File: config.mk
export PLATFORM = sky130hd
export DESIGN_NAME = dft_trip_monitor
export DESIGN_NICKNAME = d
export VERILOG_FILES = /design/src/dft_pkg.sv /design/src/dft_trip_monitor.sv
export SDC_FILE = /design/constraint.sdc
export NUM_CORES = 1
export LEC_CHECK = 0
export ABC_AREA = 1
export BUFFER_PORTS_ARGS = -buffer_cell sky130_fd_sc_hd__buf_4
export CORE_MARGIN = 3
export CORE_UTILIZATION = 50
export CTS_CLUSTER_SIZE = 24
export DETAILED_ROUTE_END_ITERATION = 12
export PLACE_DENSITY_LB_ADDON = 0.1
export SLEW_MARGIN = 20
export SYNTH_ARGS = -nofsm -noshare
export SYNTH_HDL_FRONTEND = slang
export SYNTH_SLANG_ARGS = --single-unit
File: constraint.sdc
create_clock -name clk -period 2.9 [get_ports clk]
set_input_delay 0.145 -clock clk [delete_from_list [all_inputs] [get_ports clk]]
set_output_delay 0.145 -clock clk [all_outputs]
set_load 0.02 [all_outputs]
File: src/dft_pkg.sv
package dft_pkg;

  // ------------------------------------------------------------
  // trip indices
  // ------------------------------------------------------------
  localparam int TRIP_COUNT        = 16;
  localparam int IDX_OVERCURRENT   = 0;
  localparam int IDX_GROUND        = 1;
  localparam int IDX_OVERVOLT      = 2;
  localparam int IDX_CHARGE        = 3;
  localparam int IDX_SENSOR        = 4;
  localparam int IDX_OVERHEAT      = 5;
  localparam int IDX_PHASE_LOSS    = 6;
  localparam int IDX_DRIVE_OVLD    = 7;
  localparam int IDX_MOTOR_THERM   = 8;
  localparam int IDX_MOTOR_OVLD    = 9;
  localparam int IDX_EXT_NO        = 10;
  localparam int IDX_EXT_NC        = 11;
  localparam int IDX_LINK          = 12;
  localparam int IDX_IO_BOARD      = 13;
  localparam int IDX_BRAKE         = 14;
  localparam int IDX_UNDERVOLT     = 15;

  // ------------------------------------------------------------
  // register offsets (byte address = 4 * word index)
  // ------------------------------------------------------------
  localparam logic [7:0] ADDR_STATUS  = 8'h00;
  localparam logic [7:0] ADDR_CONFIG  = 8'h04;
  localparam logic [7:0] ADDR_BRAKE   = 8'h08;
  localparam logic [7:0] ADDR_ACTIVE  = 8'h0C;
  localparam logic [7:0] ADDR_LEVELS  = 8'h10;

  // config field positions
  localparam int CFG_OVLD_SEL_LSB  = 0;   // overload_trip_select, 8 bits
  localparam int CFG_THERM_SEL_LSB = 8;   // thermal_protect_select, 8 bits
  localparam int CFG_PHASE_SEL_LSB = 16;  // phase_loss_select, 4 bits
  localparam int CFG_RELAY1_LSB    = 20;  // relay1_output_function, 5 bits
  localparam int CFG_RELAY2_LSB    = 25;  // relay2_output_function, 5 bits
  localparam int CFG_EXT_SRC_BIT   = 30;  // 1 = source wiring
  localparam int PHASE_EN_BIT      = 1;
  localparam logic [4:0] RELAY_BRAKE_CODE = 5'h13;  // code 19
  localparam logic [31:0] CONFIG_RESET = 32'h0000_0000;
  localparam logic [15:0] BRAKE_RESET  = 16'h0000;

  // ------------------------------------------------------------
  // timing
  // ------------------------------------------------------------
  localparam int CLK_HZ            = 25_000_000;
  localparam int LINK_LOSS_MS      = 500;
  localparam int IO_LOSS_MS        = 2000;
  localparam int RECHARGE_MS       = 1000;
  localparam int LINK_LOSS_CYCLES  = (CLK_HZ / 1000) * LINK_LOSS_MS;
  localparam int IO_LOSS_CYCLES    = (CLK_HZ / 1000) * IO_LOSS_MS;
  localparam int RECHARGE_CYCLES   = (CLK_HZ / 1000) * RECHARGE_MS;

  // ------------------------------------------------------------
  // carriers
  // ------------------------------------------------------------
  typedef struct packed {
    logic        motor_load_over;
    logic        current_over_200;
    logic        dc_over;
    logic        dc_under;
    logic        ground_over;
    logic        motor_thermal_over;
    logic [2:0]  phase_open;
    logic        drive_thermal_over;
    logic        power_unstable;
    logic        charge_fail;
    logic        heatsink_over;
    logic        temp_sensor_err;
    logic        fan_err;
    logic        ext_no_in;
    logic        ext_nc_in;
    logic        ext_no_assigned;
    logic        ext_nc_assigned;
    logic        link_alive;
    logic        io_link_alive;
    logic [15:0] output_current;
  } dft_sense_t;

  typedef struct packed {
    logic [7:0]  addr;
    logic [31:0] wdata;
    logic        wr;
    logic        rd;
  } dft_bus_t;

  typedef enum logic [1:0] { ST_IDLE, ST_TRIPPED, ST_FATAL } dft_mode_t;

  typedef struct packed {
    logic [TRIP_COUNT-1:0] trips;
    logic [31:0]           config_reg;
    logic [15:0]           brake_level;
    logic [31:0]           rdata;
    logic [31:0]           link_cnt;
    logic [31:0]           io_cnt;
    logic [31:0]           under_cnt;
    logic                  io_seen;
    logic                  under_recent;
    logic [4:0]            top_code;
    dft_mode_t             mode;
  } dft_state_t;

  // lowest raised index wins; 1F means nothing is raised
  function automatic logic [4:0] dft_prio(input logic [TRIP_COUNT-1:0] t);
    logic [4:0] code;
    code = 5'h1F;
    for (int i = TRIP_COUNT - 1; i >= 0; i--)
    begin
      if (t[i])
        code = 5'(i);
    end
    return code;
  endfunction

endpackage

File: src/dft_trip_monitor.sv
`timescale 1ns/1ps
// Overview of operation
// - motor overload trip latched when select nonzero
// - overcurrent trip latched above 200 percent
// - overvoltage trip latched on DC over
// - undervoltage trip follows DC under level
// - ground fault trip latched on flag
// - motor thermal trip latched when select nonzero
// - phase loss latched when select bit1
// - drive overload from 150 percent model
// - charge trip fatal on unstable or fail
// - charge trip on any recovery from DC under
// - heatsink overheat trip latched
// - temp sensor fault trip latched
// - fan trip held on ext NO bit until reset input
// - normally-open external trip on short
// - normally-closed external trip on open
// - link-loss trip after 500 ms silence
// - brake trip below release current
// - io board trip at power-up, 2s loss
// - level trips self-clear without history
// - latched trips held until reset input
// - fatal trips clear only at power cycle
// - report highest priority active trip
module dft_trip_monitor
  import dft_pkg::*;
#(
  parameter int LINK_LOSS_LIMIT = LINK_LOSS_CYCLES,
  parameter int IO_LOSS_LIMIT   = IO_LOSS_CYCLES,
  parameter int RECHARGE_LIMIT  = RECHARGE_CYCLES
)(
  input  wire logic             clk,
  input  wire logic             sys_rst,
  input  wire dft_pkg::dft_sense_t sense,
  input  wire logic             trip_reset,
  input  wire dft_pkg::dft_bus_t   bus,
  output logic [31:0]           rdata,
  output logic                  drive_halt,
  output logic [4:0]            top_trip_code,
  output logic [15:0]           trip_status
);
  import dft_pkg::*;

  // ------------------------------------------------------------
  // parameter checks
  // ------------------------------------------------------------
  // a zero limit would leave the silence timers unable to count
  if (LINK_LOSS_LIMIT < 1 || IO_LOSS_LIMIT < 1 || RECHARGE_LIMIT < 1)
  begin
    $error("timing limits must be at least one cycle");
  end

  dft_state_t st;
  dft_state_t next_st;
  logic [TRIP_COUNT-1:0] cause;
  logic [TRIP_COUNT-1:0] latch_mask;
  logic                  brake_active;
  logic                  ext_no_hit;
  logic                  ext_nc_hit;

  // ------------------------------------------------------------
  // cause decode
  // ------------------------------------------------------------
  // fatal charge and level undervoltage bits are excluded from the latch mask
  assign latch_mask = ~((16'h0001 << IDX_CHARGE) | (16'h0001 << IDX_UNDERVOLT));

  always_comb
  begin
    brake_active = (st.config_reg[CFG_RELAY1_LSB +: 5] == RELAY_BRAKE_CODE) ||
                   (st.config_reg[CFG_RELAY2_LSB +: 5] == RELAY_BRAKE_CODE);
    // sink wiring shorts to common read as low, source reads high
    ext_no_hit = sense.ext_no_assigned &&
                 (sense.ext_no_in == st.config_reg[CFG_EXT_SRC_BIT]);
    ext_nc_hit = sense.ext_nc_assigned &&
                 (sense.ext_nc_in != st.config_reg[CFG_EXT_SRC_BIT]);
    cause = '0;
    cause[IDX_MOTOR_OVLD]  = sense.motor_load_over &&
                             (st.config_reg[CFG_OVLD_SEL_LSB +: 8] != 8'h00);
    cause[IDX_OVERCURRENT] = sense.current_over_200;
    cause[IDX_OVERVOLT]    = sense.dc_over;
    cause[IDX_UNDERVOLT]   = sense.dc_under;
    cause[IDX_GROUND]      = sense.ground_over;
    cause[IDX_MOTOR_THERM] = sense.motor_thermal_over &&
                             (st.config_reg[CFG_THERM_SEL_LSB +: 8] != 8'h00);
    cause[IDX_PHASE_LOSS]  = (|sense.phase_open) &&
                             st.config_reg[CFG_PHASE_SEL_LSB + PHASE_EN_BIT];
    cause[IDX_DRIVE_OVLD]  = sense.drive_thermal_over;
    cause[IDX_CHARGE]      = sense.power_unstable || sense.charge_fail ||
                             (st.under_recent && !sense.dc_under);
    cause[IDX_OVERHEAT]    = sense.heatsink_over;
    cause[IDX_SENSOR]      = sense.temp_sensor_err;
    cause[IDX_EXT_NO]      = ext_no_hit || sense.fan_err;
    cause[IDX_EXT_NC]      = ext_nc_hit;
    cause[IDX_LINK]        = st.link_cnt >= 32'(LINK_LOSS_LIMIT);
    cause[IDX_IO_BOARD]    = (!st.io_seen && !sense.io_link_alive) ||
                             (st.io_cnt >= 32'(IO_LOSS_LIMIT));
    cause[IDX_BRAKE]       = brake_active &&
                             (sense.output_current < st.brake_level);
  end

  // ------------------------------------------------------------
  // next state
  // ------------------------------------------------------------
  always_comb
  begin
    next_st = st;
    // link silence counters saturate so a long outage cannot wrap
    if (sense.link_alive)
      next_st.link_cnt = '0;
    else if (st.link_cnt < 32'(LINK_LOSS_LIMIT))
      next_st.link_cnt = st.link_cnt + 32'd1;
    if (sense.io_link_alive)
    begin
      next_st.io_cnt  = '0;
      next_st.io_seen = 1'b1;
    end
    else if (st.io_seen && st.io_cnt < 32'(IO_LOSS_LIMIT))
      next_st.io_cnt = st.io_cnt + 32'd1;
    // undervoltage recovery window for the recharge check
    if (sense.dc_under)
    begin
      next_st.under_cnt    = '0;
      next_st.under_recent = 1'b1;
    end
    else if (st.under_recent)
    begin
      next_st.under_cnt = st.under_cnt + 32'd1;
      if (st.under_cnt >= 32'(RECHARGE_LIMIT - 1))
        next_st.under_recent = 1'b0;
    end
    // latch trips hold until reset; new cause beats the reset
    if (trip_reset)
      next_st.trips = (st.trips & ~latch_mask) | cause;
    else
      next_st.trips = st.trips | cause;
    next_st.trips[IDX_UNDERVOLT] = cause[IDX_UNDERVOLT];
    // fan shares the normally-open external bit and holds it until the reset key
    if (!ext_no_hit && !sense.fan_err && trip_reset)
      next_st.trips[IDX_EXT_NO] = 1'b0;
    if (sense.fan_err)
      next_st.trips[IDX_EXT_NO] = 1'b1;
    else if (!ext_no_hit && !st.config_reg[31])
      next_st.trips[IDX_EXT_NO] = st.trips[IDX_EXT_NO] & ~trip_reset;
    next_st.trips[IDX_CHARGE] = st.trips[IDX_CHARGE] | cause[IDX_CHARGE];
    next_st.top_code = dft_prio(next_st.trips);
    case (st.mode)
      ST_IDLE:    if (|next_st.trips) next_st.mode = ST_TRIPPED;
      ST_TRIPPED:
      begin
        if (next_st.trips[IDX_CHARGE])
          next_st.mode = ST_FATAL;
        else if (!(|next_st.trips))
          next_st.mode = ST_IDLE;
      end
      ST_FATAL:   next_st.mode = ST_FATAL;
      default:    next_st.mode = ST_IDLE;
    endcase
    // register port
    next_st.rdata = '0;
    if (bus.wr)
    begin
      case (bus.addr)
        ADDR_CONFIG: next_st.config_reg  = bus.wdata;
        ADDR_BRAKE:  next_st.brake_level = bus.wdata[15:0];
        default:     next_st.config_reg  = next_st.config_reg;
      endcase
    end
    if (bus.rd)
    begin
      case (bus.addr)
        ADDR_STATUS: next_st.rdata = {16'h0000, st.trips};
        ADDR_CONFIG: next_st.rdata = st.config_reg;
        ADDR_BRAKE:  next_st.rdata = {16'h0000, st.brake_level};
        ADDR_ACTIVE: next_st.rdata = {25'h000_0000, st.mode, st.top_code};
        ADDR_LEVELS: next_st.rdata = {16'h0000, cause};
        default:     next_st.rdata = '0;
      endcase
    end
  end

  // ------------------------------------------------------------
  // state register; power-on reset is the only fatal clear
  // ------------------------------------------------------------
  always_ff @(posedge clk)
  begin
    if (sys_rst)
    begin
      st.trips        <= '0;
      st.config_reg   <= CONFIG_RESET;
      st.brake_level  <= BRAKE_RESET;
      st.rdata        <= '0;
      st.link_cnt     <= '0;
      st.io_cnt       <= '0;
      st.under_cnt    <= '0;
      st.io_seen      <= 1'b0;
      st.under_recent <= 1'b0;
      st.top_code     <= 5'h1F;
      st.mode         <= ST_IDLE;
    end
    else
      st <= next_st;
  end

  // ------------------------------------------------------------
  // outputs
  // ------------------------------------------------------------
  assign rdata         = st.rdata;
  assign drive_halt    = |st.trips;
  assign top_trip_code = st.top_code;
  assign trip_status   = st.trips;

  // ------------------------------------------------------------
  // assertions
  // ------------------------------------------------------------
  property p_overcurrent;
    @(posedge clk) disable iff (sys_rst)
      sense.current_over_200 |=> trip_status[IDX_OVERCURRENT];
  endproperty
  a_overcurrent: assert property (p_overcurrent) else $error("overcurrent not latched");

  property p_overload_gate;
    @(posedge clk) disable iff (sys_rst)
      (sense.motor_load_over && st.config_reg[7:0] == 8'h00 && !st.trips[IDX_MOTOR_OVLD])
      |=> !trip_status[IDX_MOTOR_OVLD];
  endproperty
  a_overload_gate: assert property (p_overload_gate) else $error("overload ungated");

  property p_under_level;
    @(posedge clk) disable iff (sys_rst)
      1'b1 |=> trip_status[IDX_UNDERVOLT] == $past(sense.dc_under);
  endproperty
  a_under_level: assert property (p_under_level) else $error("undervoltage not level");

  property p_latch_hold;
    @(posedge clk) disable iff (sys_rst)
      (trip_status[IDX_OVERVOLT] && !trip_reset) |=> trip_status[IDX_OVERVOLT];
  endproperty
  a_latch_hold: assert property (p_latch_hold) else $error("latch dropped");

  property p_fatal_hold;
    @(posedge clk) disable iff (sys_rst)
      trip_status[IDX_CHARGE] |=> trip_status[IDX_CHARGE] && st.mode == ST_FATAL;
  endproperty
  a_fatal_hold: assert property (p_fatal_hold) else $error("fatal cleared");

  property p_halt;
    @(posedge clk) disable iff (sys_rst)
      (|cause) |=> drive_halt;
  endproperty
  a_halt: assert property (p_halt) else $error("halt mismatch");

  property p_link;
    @(posedge clk) disable iff (sys_rst)
      (st.link_cnt == 32'(LINK_LOSS_LIMIT - 1) && !sense.link_alive)
      |=> ##1 trip_status[IDX_LINK];
  endproperty
  a_link: assert property (p_link) else $error("link loss late");

  property p_prio;
    @(posedge clk) disable iff (sys_rst)
      trip_status[IDX_OVERCURRENT] |-> top_trip_code == 5'h00;
  endproperty
  a_prio: assert property (p_prio) else $error("priority wrong");

  property p_read;
    @(posedge clk) disable iff (sys_rst)
      (bus.rd && bus.addr == ADDR_STATUS) |=> rdata == {16'h0000, $past(st.trips)};
  endproperty
  a_read: assert property (p_read) else $error("status read wrong");

  c_trip:  cover property (@(posedge clk) disable iff (sys_rst) $rose(drive_halt));
  c_clear: cover property (@(posedge clk) disable iff (sys_rst) $fell(drive_halt));
  c_fatal: cover property (@(posedge clk) disable iff (sys_rst) st.mode == ST_FATAL);

endmodule

# [Word-level counts from Yosys, hierarchy flattened]
# Index checks and enable logic that the tools add are counted.
[classes] addsub=3 n_mul=0 n_div=0 magnitude_cmp=6 eq_ne=12 n_shift=0 muxes=28 bitwise=6 n_reduce_logical=37
[op_table] cell="case mux 32 bit (5 select lines)" n=1
[op_table] cell="adder 32 x 1 -> 32 bit (second input constant)" n=3
[op_table] cell="2-to-1 mux 5 bit" n=16
[op_table] cell="greater-or-equal comparator 32 x 24 -> 1 bit (second input constant)" n=1
[op_table] cell="greater-or-equal comparator 32 x 25 -> 1 bit (second input constant)" n=1
[op_table] cell="greater-or-equal comparator 32 x 26 -> 1 bit (second input constant)" n=1
[op_table] cell="< comparator 32 x 24 -> 1 bit (second input constant)" n=1
[op_table] cell="< comparator 32 x 26 -> 1 bit (second input constant)" n=1
[op_table] cell="OR reduction 16 bit" n=2
[op_table] cell="equality test 8 x 4 -> 1 bit (second input constant)" n=2
[op_table] cell="< comparator 16 bit" n=1
[op_table] cell="nonzero test 8 bit" n=2
[op_table] cell="2-to-1 mux 15 bit" n=1
[op_table] cell="OR 15 bit" n=1
[op_table] cell="OR 4 x 15 -> 15 bit" n=1
[op_table] cell="logical AND 1 bit" n=12
[op_table] cell="equality test 5 bit (second input constant)" n=2
[op_table] cell="equality test 8 x 3 -> 1 bit (second input constant)" n=1
[op_table] cell="equality test 8 x 5 -> 1 bit (second input constant)" n=1
[op_table] cell="logical NOT 8 bit" n=1
[op_table] cell="OR reduction 2 bit" n=4
[op_table] cell="logical NOT 1 bit" n=6
[op_table] cell="2-to-1 mux 1 bit" n=6
[op_table] cell="2-to-1 mux 2 bit" n=3
[op_table] cell="other kinds (14)" n=21
[totals] register_bits=201 latch_bits=0 mem_bits_rw=0 romBits=0 output_inout_bits=54 elab_cells=103 n_memories=0

# [Logic depth before layout (Yosys ltp)]
[logic_depth] depth_word=20 ltp_mapped=24 depth_no_buf=24

# [Worst setup path before layout]
# OpenSTA, ideal clock, no wires.
[synth_path] path_kind="register -> register" from="register st[71] (netlist bit)" to="register st[64] (netlist bit)" setup_ns=0.122 t_arrival_ns=1.961 t_required_ns=2.778 slack_ns=0.817 stages_incl_launch_ff=16 path_buffers=0 synth_period_minus_slack_ns=2.083 cell_sequence="dfxtp_1 -> inv_1 -> nand2_1 -> nor2_2 -> nand4_1 -> nor2_2 -> nand3_4 -> nor2_4 -> nand2_4 -> nor2_4 -> nand3_2 -> or2_4 -> nor2_8 -> nand3_4 -> nor3_1 -> nor3b_2"
[synth_between] elab_chain_len=2
[synth_rtl] item="start: declaration" line_no="dft_trip_monitor.sv:53" text="dft_state_t st;"
[synth_rtl] item="start signal: assignment" line_no="dft_trip_monitor.sv:201" text="st <= next_st;"
[synth_rtl] item="< comparator 32 x 26 -> 1 bit" line_no="dft_trip_monitor.sv:117" text="else if (st.io_seen && st.io_cnt < 32'(IO_LOSS_LIMIT))"
[synth_rtl] item="logical AND 1 bit" line_no="dft_trip_monitor.sv:117"
# No other way between the ends.
# A chain may end at the register's enable or synchronous reset.

# [Worst setup path after layout]
[layout_path] from="register st[101] (netlist bit)" to="register st[95] (netlist bit)"
[layout_between] elab_chain_len=1
[layout_rtl] item="< comparator 32 x 24 -> 1 bit" line_no="dft_trip_monitor.sv:110" text="else if (st.link_cnt < 32'(LINK_LOSS_LIMIT))"
# No other way between the ends.

==> flow_metrics.py <==
metrics = {
    "outcome": {
        "outcome": "finished clean",
    },
    "layout": {
        "multi_input_area_um2": 4100,
        "area_growth_pct": 22.2,
        "drive_gt1_frac": 0.157,
        "layout_common_cells": "201 x dfxtp_1, 189 x inv_1, 188 x nor2_1",
        "layout.cells.most_common": "dfxtp_1",
        "layout.nets": 1530,
        "nFillCells": 1622,
        "num_antenna_cells": 0,
        "final-seq-area_um2": 4020,
    },
    "logic_synthesis": {
        "async_flop_share": 0,
        "synth-warning-count": 0,
        "synth_edf_count": 0,
        "ys_types": 53,
        "synth-main-ff-cell": "dfxtp_1",
        "syn-cell-area_um2": 9390,
        "synth_top_area_frac": 0.428,
        "syn_avg_cell_area_um2": 7.25,
        "syn_inst": 1295,
        "synthTopCellsByArea": "dfxtp_1 43%, inv_1 7.6%, nor2_1 7.5%, nand2_1 7.5%, a21oi_1 6.0%",
        "ys_seq_area_frac": 0.428,
        "syn_nets": 1397,
        "yosys.area.top_type": "dfxtp_1",
        "ys_ff_latch": 201,
    },
    "setup_path": {
        "rr_worst_depth": 16,
        "crit_type": "reg -> reg",
        "endpoint_kind": "flop",
        "r2r-end": "st[95]",
        "cp_max_fo": 4,
        "reg2reg_slack_ps": 540,
        "crit_required_ps": 3290,
        "endpoint": "st[95]",
        "critPathLaunchType": "flop",
        "crit_arrival_ps": 2750,
        "startpoint": "st[101]",
        "r2r_start": "st[101]",
    },
    "die": {
        "start_util": 0.516,
        "rows": 49,
        "die_h_um": 143,
        "die_w_um": 143,
        "io_pins": 136,
        "core-area_um2": 18200,
        "dieArea_um2": 20500,
    },
    "pwr": {
        "p_sw_uw": 1330,
        "pwr-share-comb": 0.063,
        "peakVddDrop_mv": 0.344,
        "p_leak_uw": 0.00455,
        "swShare": 0.219,
        "power.share.clock": 0.473,
        "power_frac_seq": 0.464,
        "powerDensity_nw_per_um2": 529,
        "intPower_uw": 4740,
    },
    "placed_design": {
        "dp_hpwl_mm": 17.4,
        "port_buffers": 135,
        "gp_congestion": 0.871,
    },
    "clocking": {
        "cts_setup_buffers": 0,
        "clk_latency_ps": 500,
        "postCtsHoldBufs": 41,
        "cts_tree": "built",
        "ctsLongestPathBuffers": 3,
        "cts.sinks": 201,
        "htree_num_levels": 1,
        "cts_buffers": 22,
        "clk_pin_slew_ps": 60,
        "cts-resized-gates": 0,
        "cts_root_buf": "clkbuf_16",
    },
    "timing": {
        "max_freq_mhz": 424,
        "setup_viol": 0,
        "fin_skew_ps": 10.4,
        "max-slew-margin-rel": 0.493,
        "fin_crit_sh": 0.813,
        "min_period_ps": 2360,
        "drv_slew": 0,
        "hold_ws_ps": 15.6,
        "max_slew.worst_pin.slew_ps": 752,
        "fin_tns_setup_ps": 0,
        "hold_viol": 0,
        "rsz0062_at_grt": "no",
    },
    "route": {
        "routed_wl_mm": 23.7,
        "ant_nets": 0,
        "num_vias": 8498,
        "drc_errors": 0,
        "drtIter0Drc": 428,
        "routedWlPerCell_um": 14.2,
        "viasPerCell": 5.08,
        "drt-pass1-iter-count": 5,
    },
    "global_routing": {
        "grt_pass1_vias": 7862,
        "grt.total_usage": 0.226,
        "antenna_found_initial": 0,
        "grt_pass1_wl_mm": 38.0,
        "grt-ovfl-total": 0,
        "grt_start_max_net_pins": 56,
    },
    "min_path": {
        "hold_class": "in -> reg",
    },
    "run": {
        "cap_viol_max_count": 0,
    },
}
[power groups by stage]
| stage | clock, uW | sequential, uW | combinational [uW] |
|---|---|---|---|
| 2_1_floorplan | 0 | 2860 | 186 |
| 3_3_place_gp | 0 | 2880 | 332 |
| 3_5_place_dp | 0 | 2880 | 335 |
| 4_1_cts | 2940 | 2810 | 383 |
| 5_1_grt | 3050 | 2820 | 420 |
| 6_report | 2870 | 2820 | 381 |
[cell families (layout without fill, tap and decap cells)]
logic type / count (synthesis) / in the layout / synth area share
AO/OA/AOI/OAI: 252 / 252 / 0.147
XOR/XNOR: 7 / 7 / 0.00653
buffers and inverters: 285 / 434 / 0.135
flip-flops: 201 / 201 / 0.428
AND/OR/NAND/NOR: 530 / 530 / 0.256
adder cells (fa/ha/maj): 20 / 20 / 0.0266
[routing by layer]
metal / track usage / vias to the layer above / part of all wire
li1: - / 4421 / -
met1: 0.299 / 3822 / 0.45
met2: 0.378 / 220 / 0.47
met3: 0.0476 / 35 / 0.068
met4: 0.0560 / 0 / 0.019
met5: 0 / - / 0
[worst min path at each step]
stage / depth (start not counted) / end / start
after floorplan: 2 / st[8] / sense[16]
after global placement: 3 / st[172] / bus[21]
after detailed placement: 3 / st[174] / bus[23]
after CTS: 2 / trip_status[13] / sys_rst
after global routing: 2 / trip_status[7] / sys_rst
final: 2 / trip_status[2] / sys_rst
[flip-flops by register name, indices dropped and copies added (netlist names)]
register	count
rdata	32
top_trip_code	5
st	148
trip_status	16
[worst max-delay path, stage by stage (launching register included)]
cell and delay [ps]:
dfxtp_1 310, nor2_1 100, nand3_1 80, nor2_1 170, o21ai_1 90, a21oi_1 120, nand2_1 110, nor2_1 160
nand4_1 160, nor2_1 190, nand3_1 150, inv_2 90, nand2_1 90, nor2_1 140, nand2_1 80, o21ai_0 150
a21oi_1 50
[stage by stage]
step | power, uW | utilization | worst slack [ps] | instance area [um2] | cells
2_1_floorplan | 3050 | - | 817 | 9390 | 1295
3_3_place_gp | 3210 | 0.566 | 634 | 10300 | 1592
3_5_place_dp | 3210 | 0.566 | 564 | 10300 | 1592
4_1_cts | 6140 | 0.630 | 558 | 11500 | 1673
5_1_grt | 6280 | 0.630 | 205 | 11500 | 1673
6_report | 6070 | 0.630 | 543 | 11500 | 1673
[synth_stat cells, drive strengths merged, types with 4 or more instances]
master  number
nand2      191
o22ai       11
o21a         6
xor2         5
a21oi      113
clkinv       4
nor2       197
a221oi       7
o21ai       96
nor3b        5
nand4       21
nor3        50
clkbuf      27
dfxtp      201
ha          20
a41oi        4
inv        196
a22oi        5
nor4        18
nand3       39
buf         58
[layout make-up]
| cell class | count | share of cell area |
|---|---|---|
| Clock buffer | 37 | 0.0626 |
| Clock inverter | 3 | 0.00381 |
| Inverter | 200 | 0.0655 |
| Multi-Input combinational cell | 809 | 0.357 |
| Sequential cell | 201 | 0.351 |
| Tap cell | 229 | 0.0250 |
| Timing Repair Buffer | 194 | 0.136 |
No activity file was read; power rests on OpenSTA's default activity.
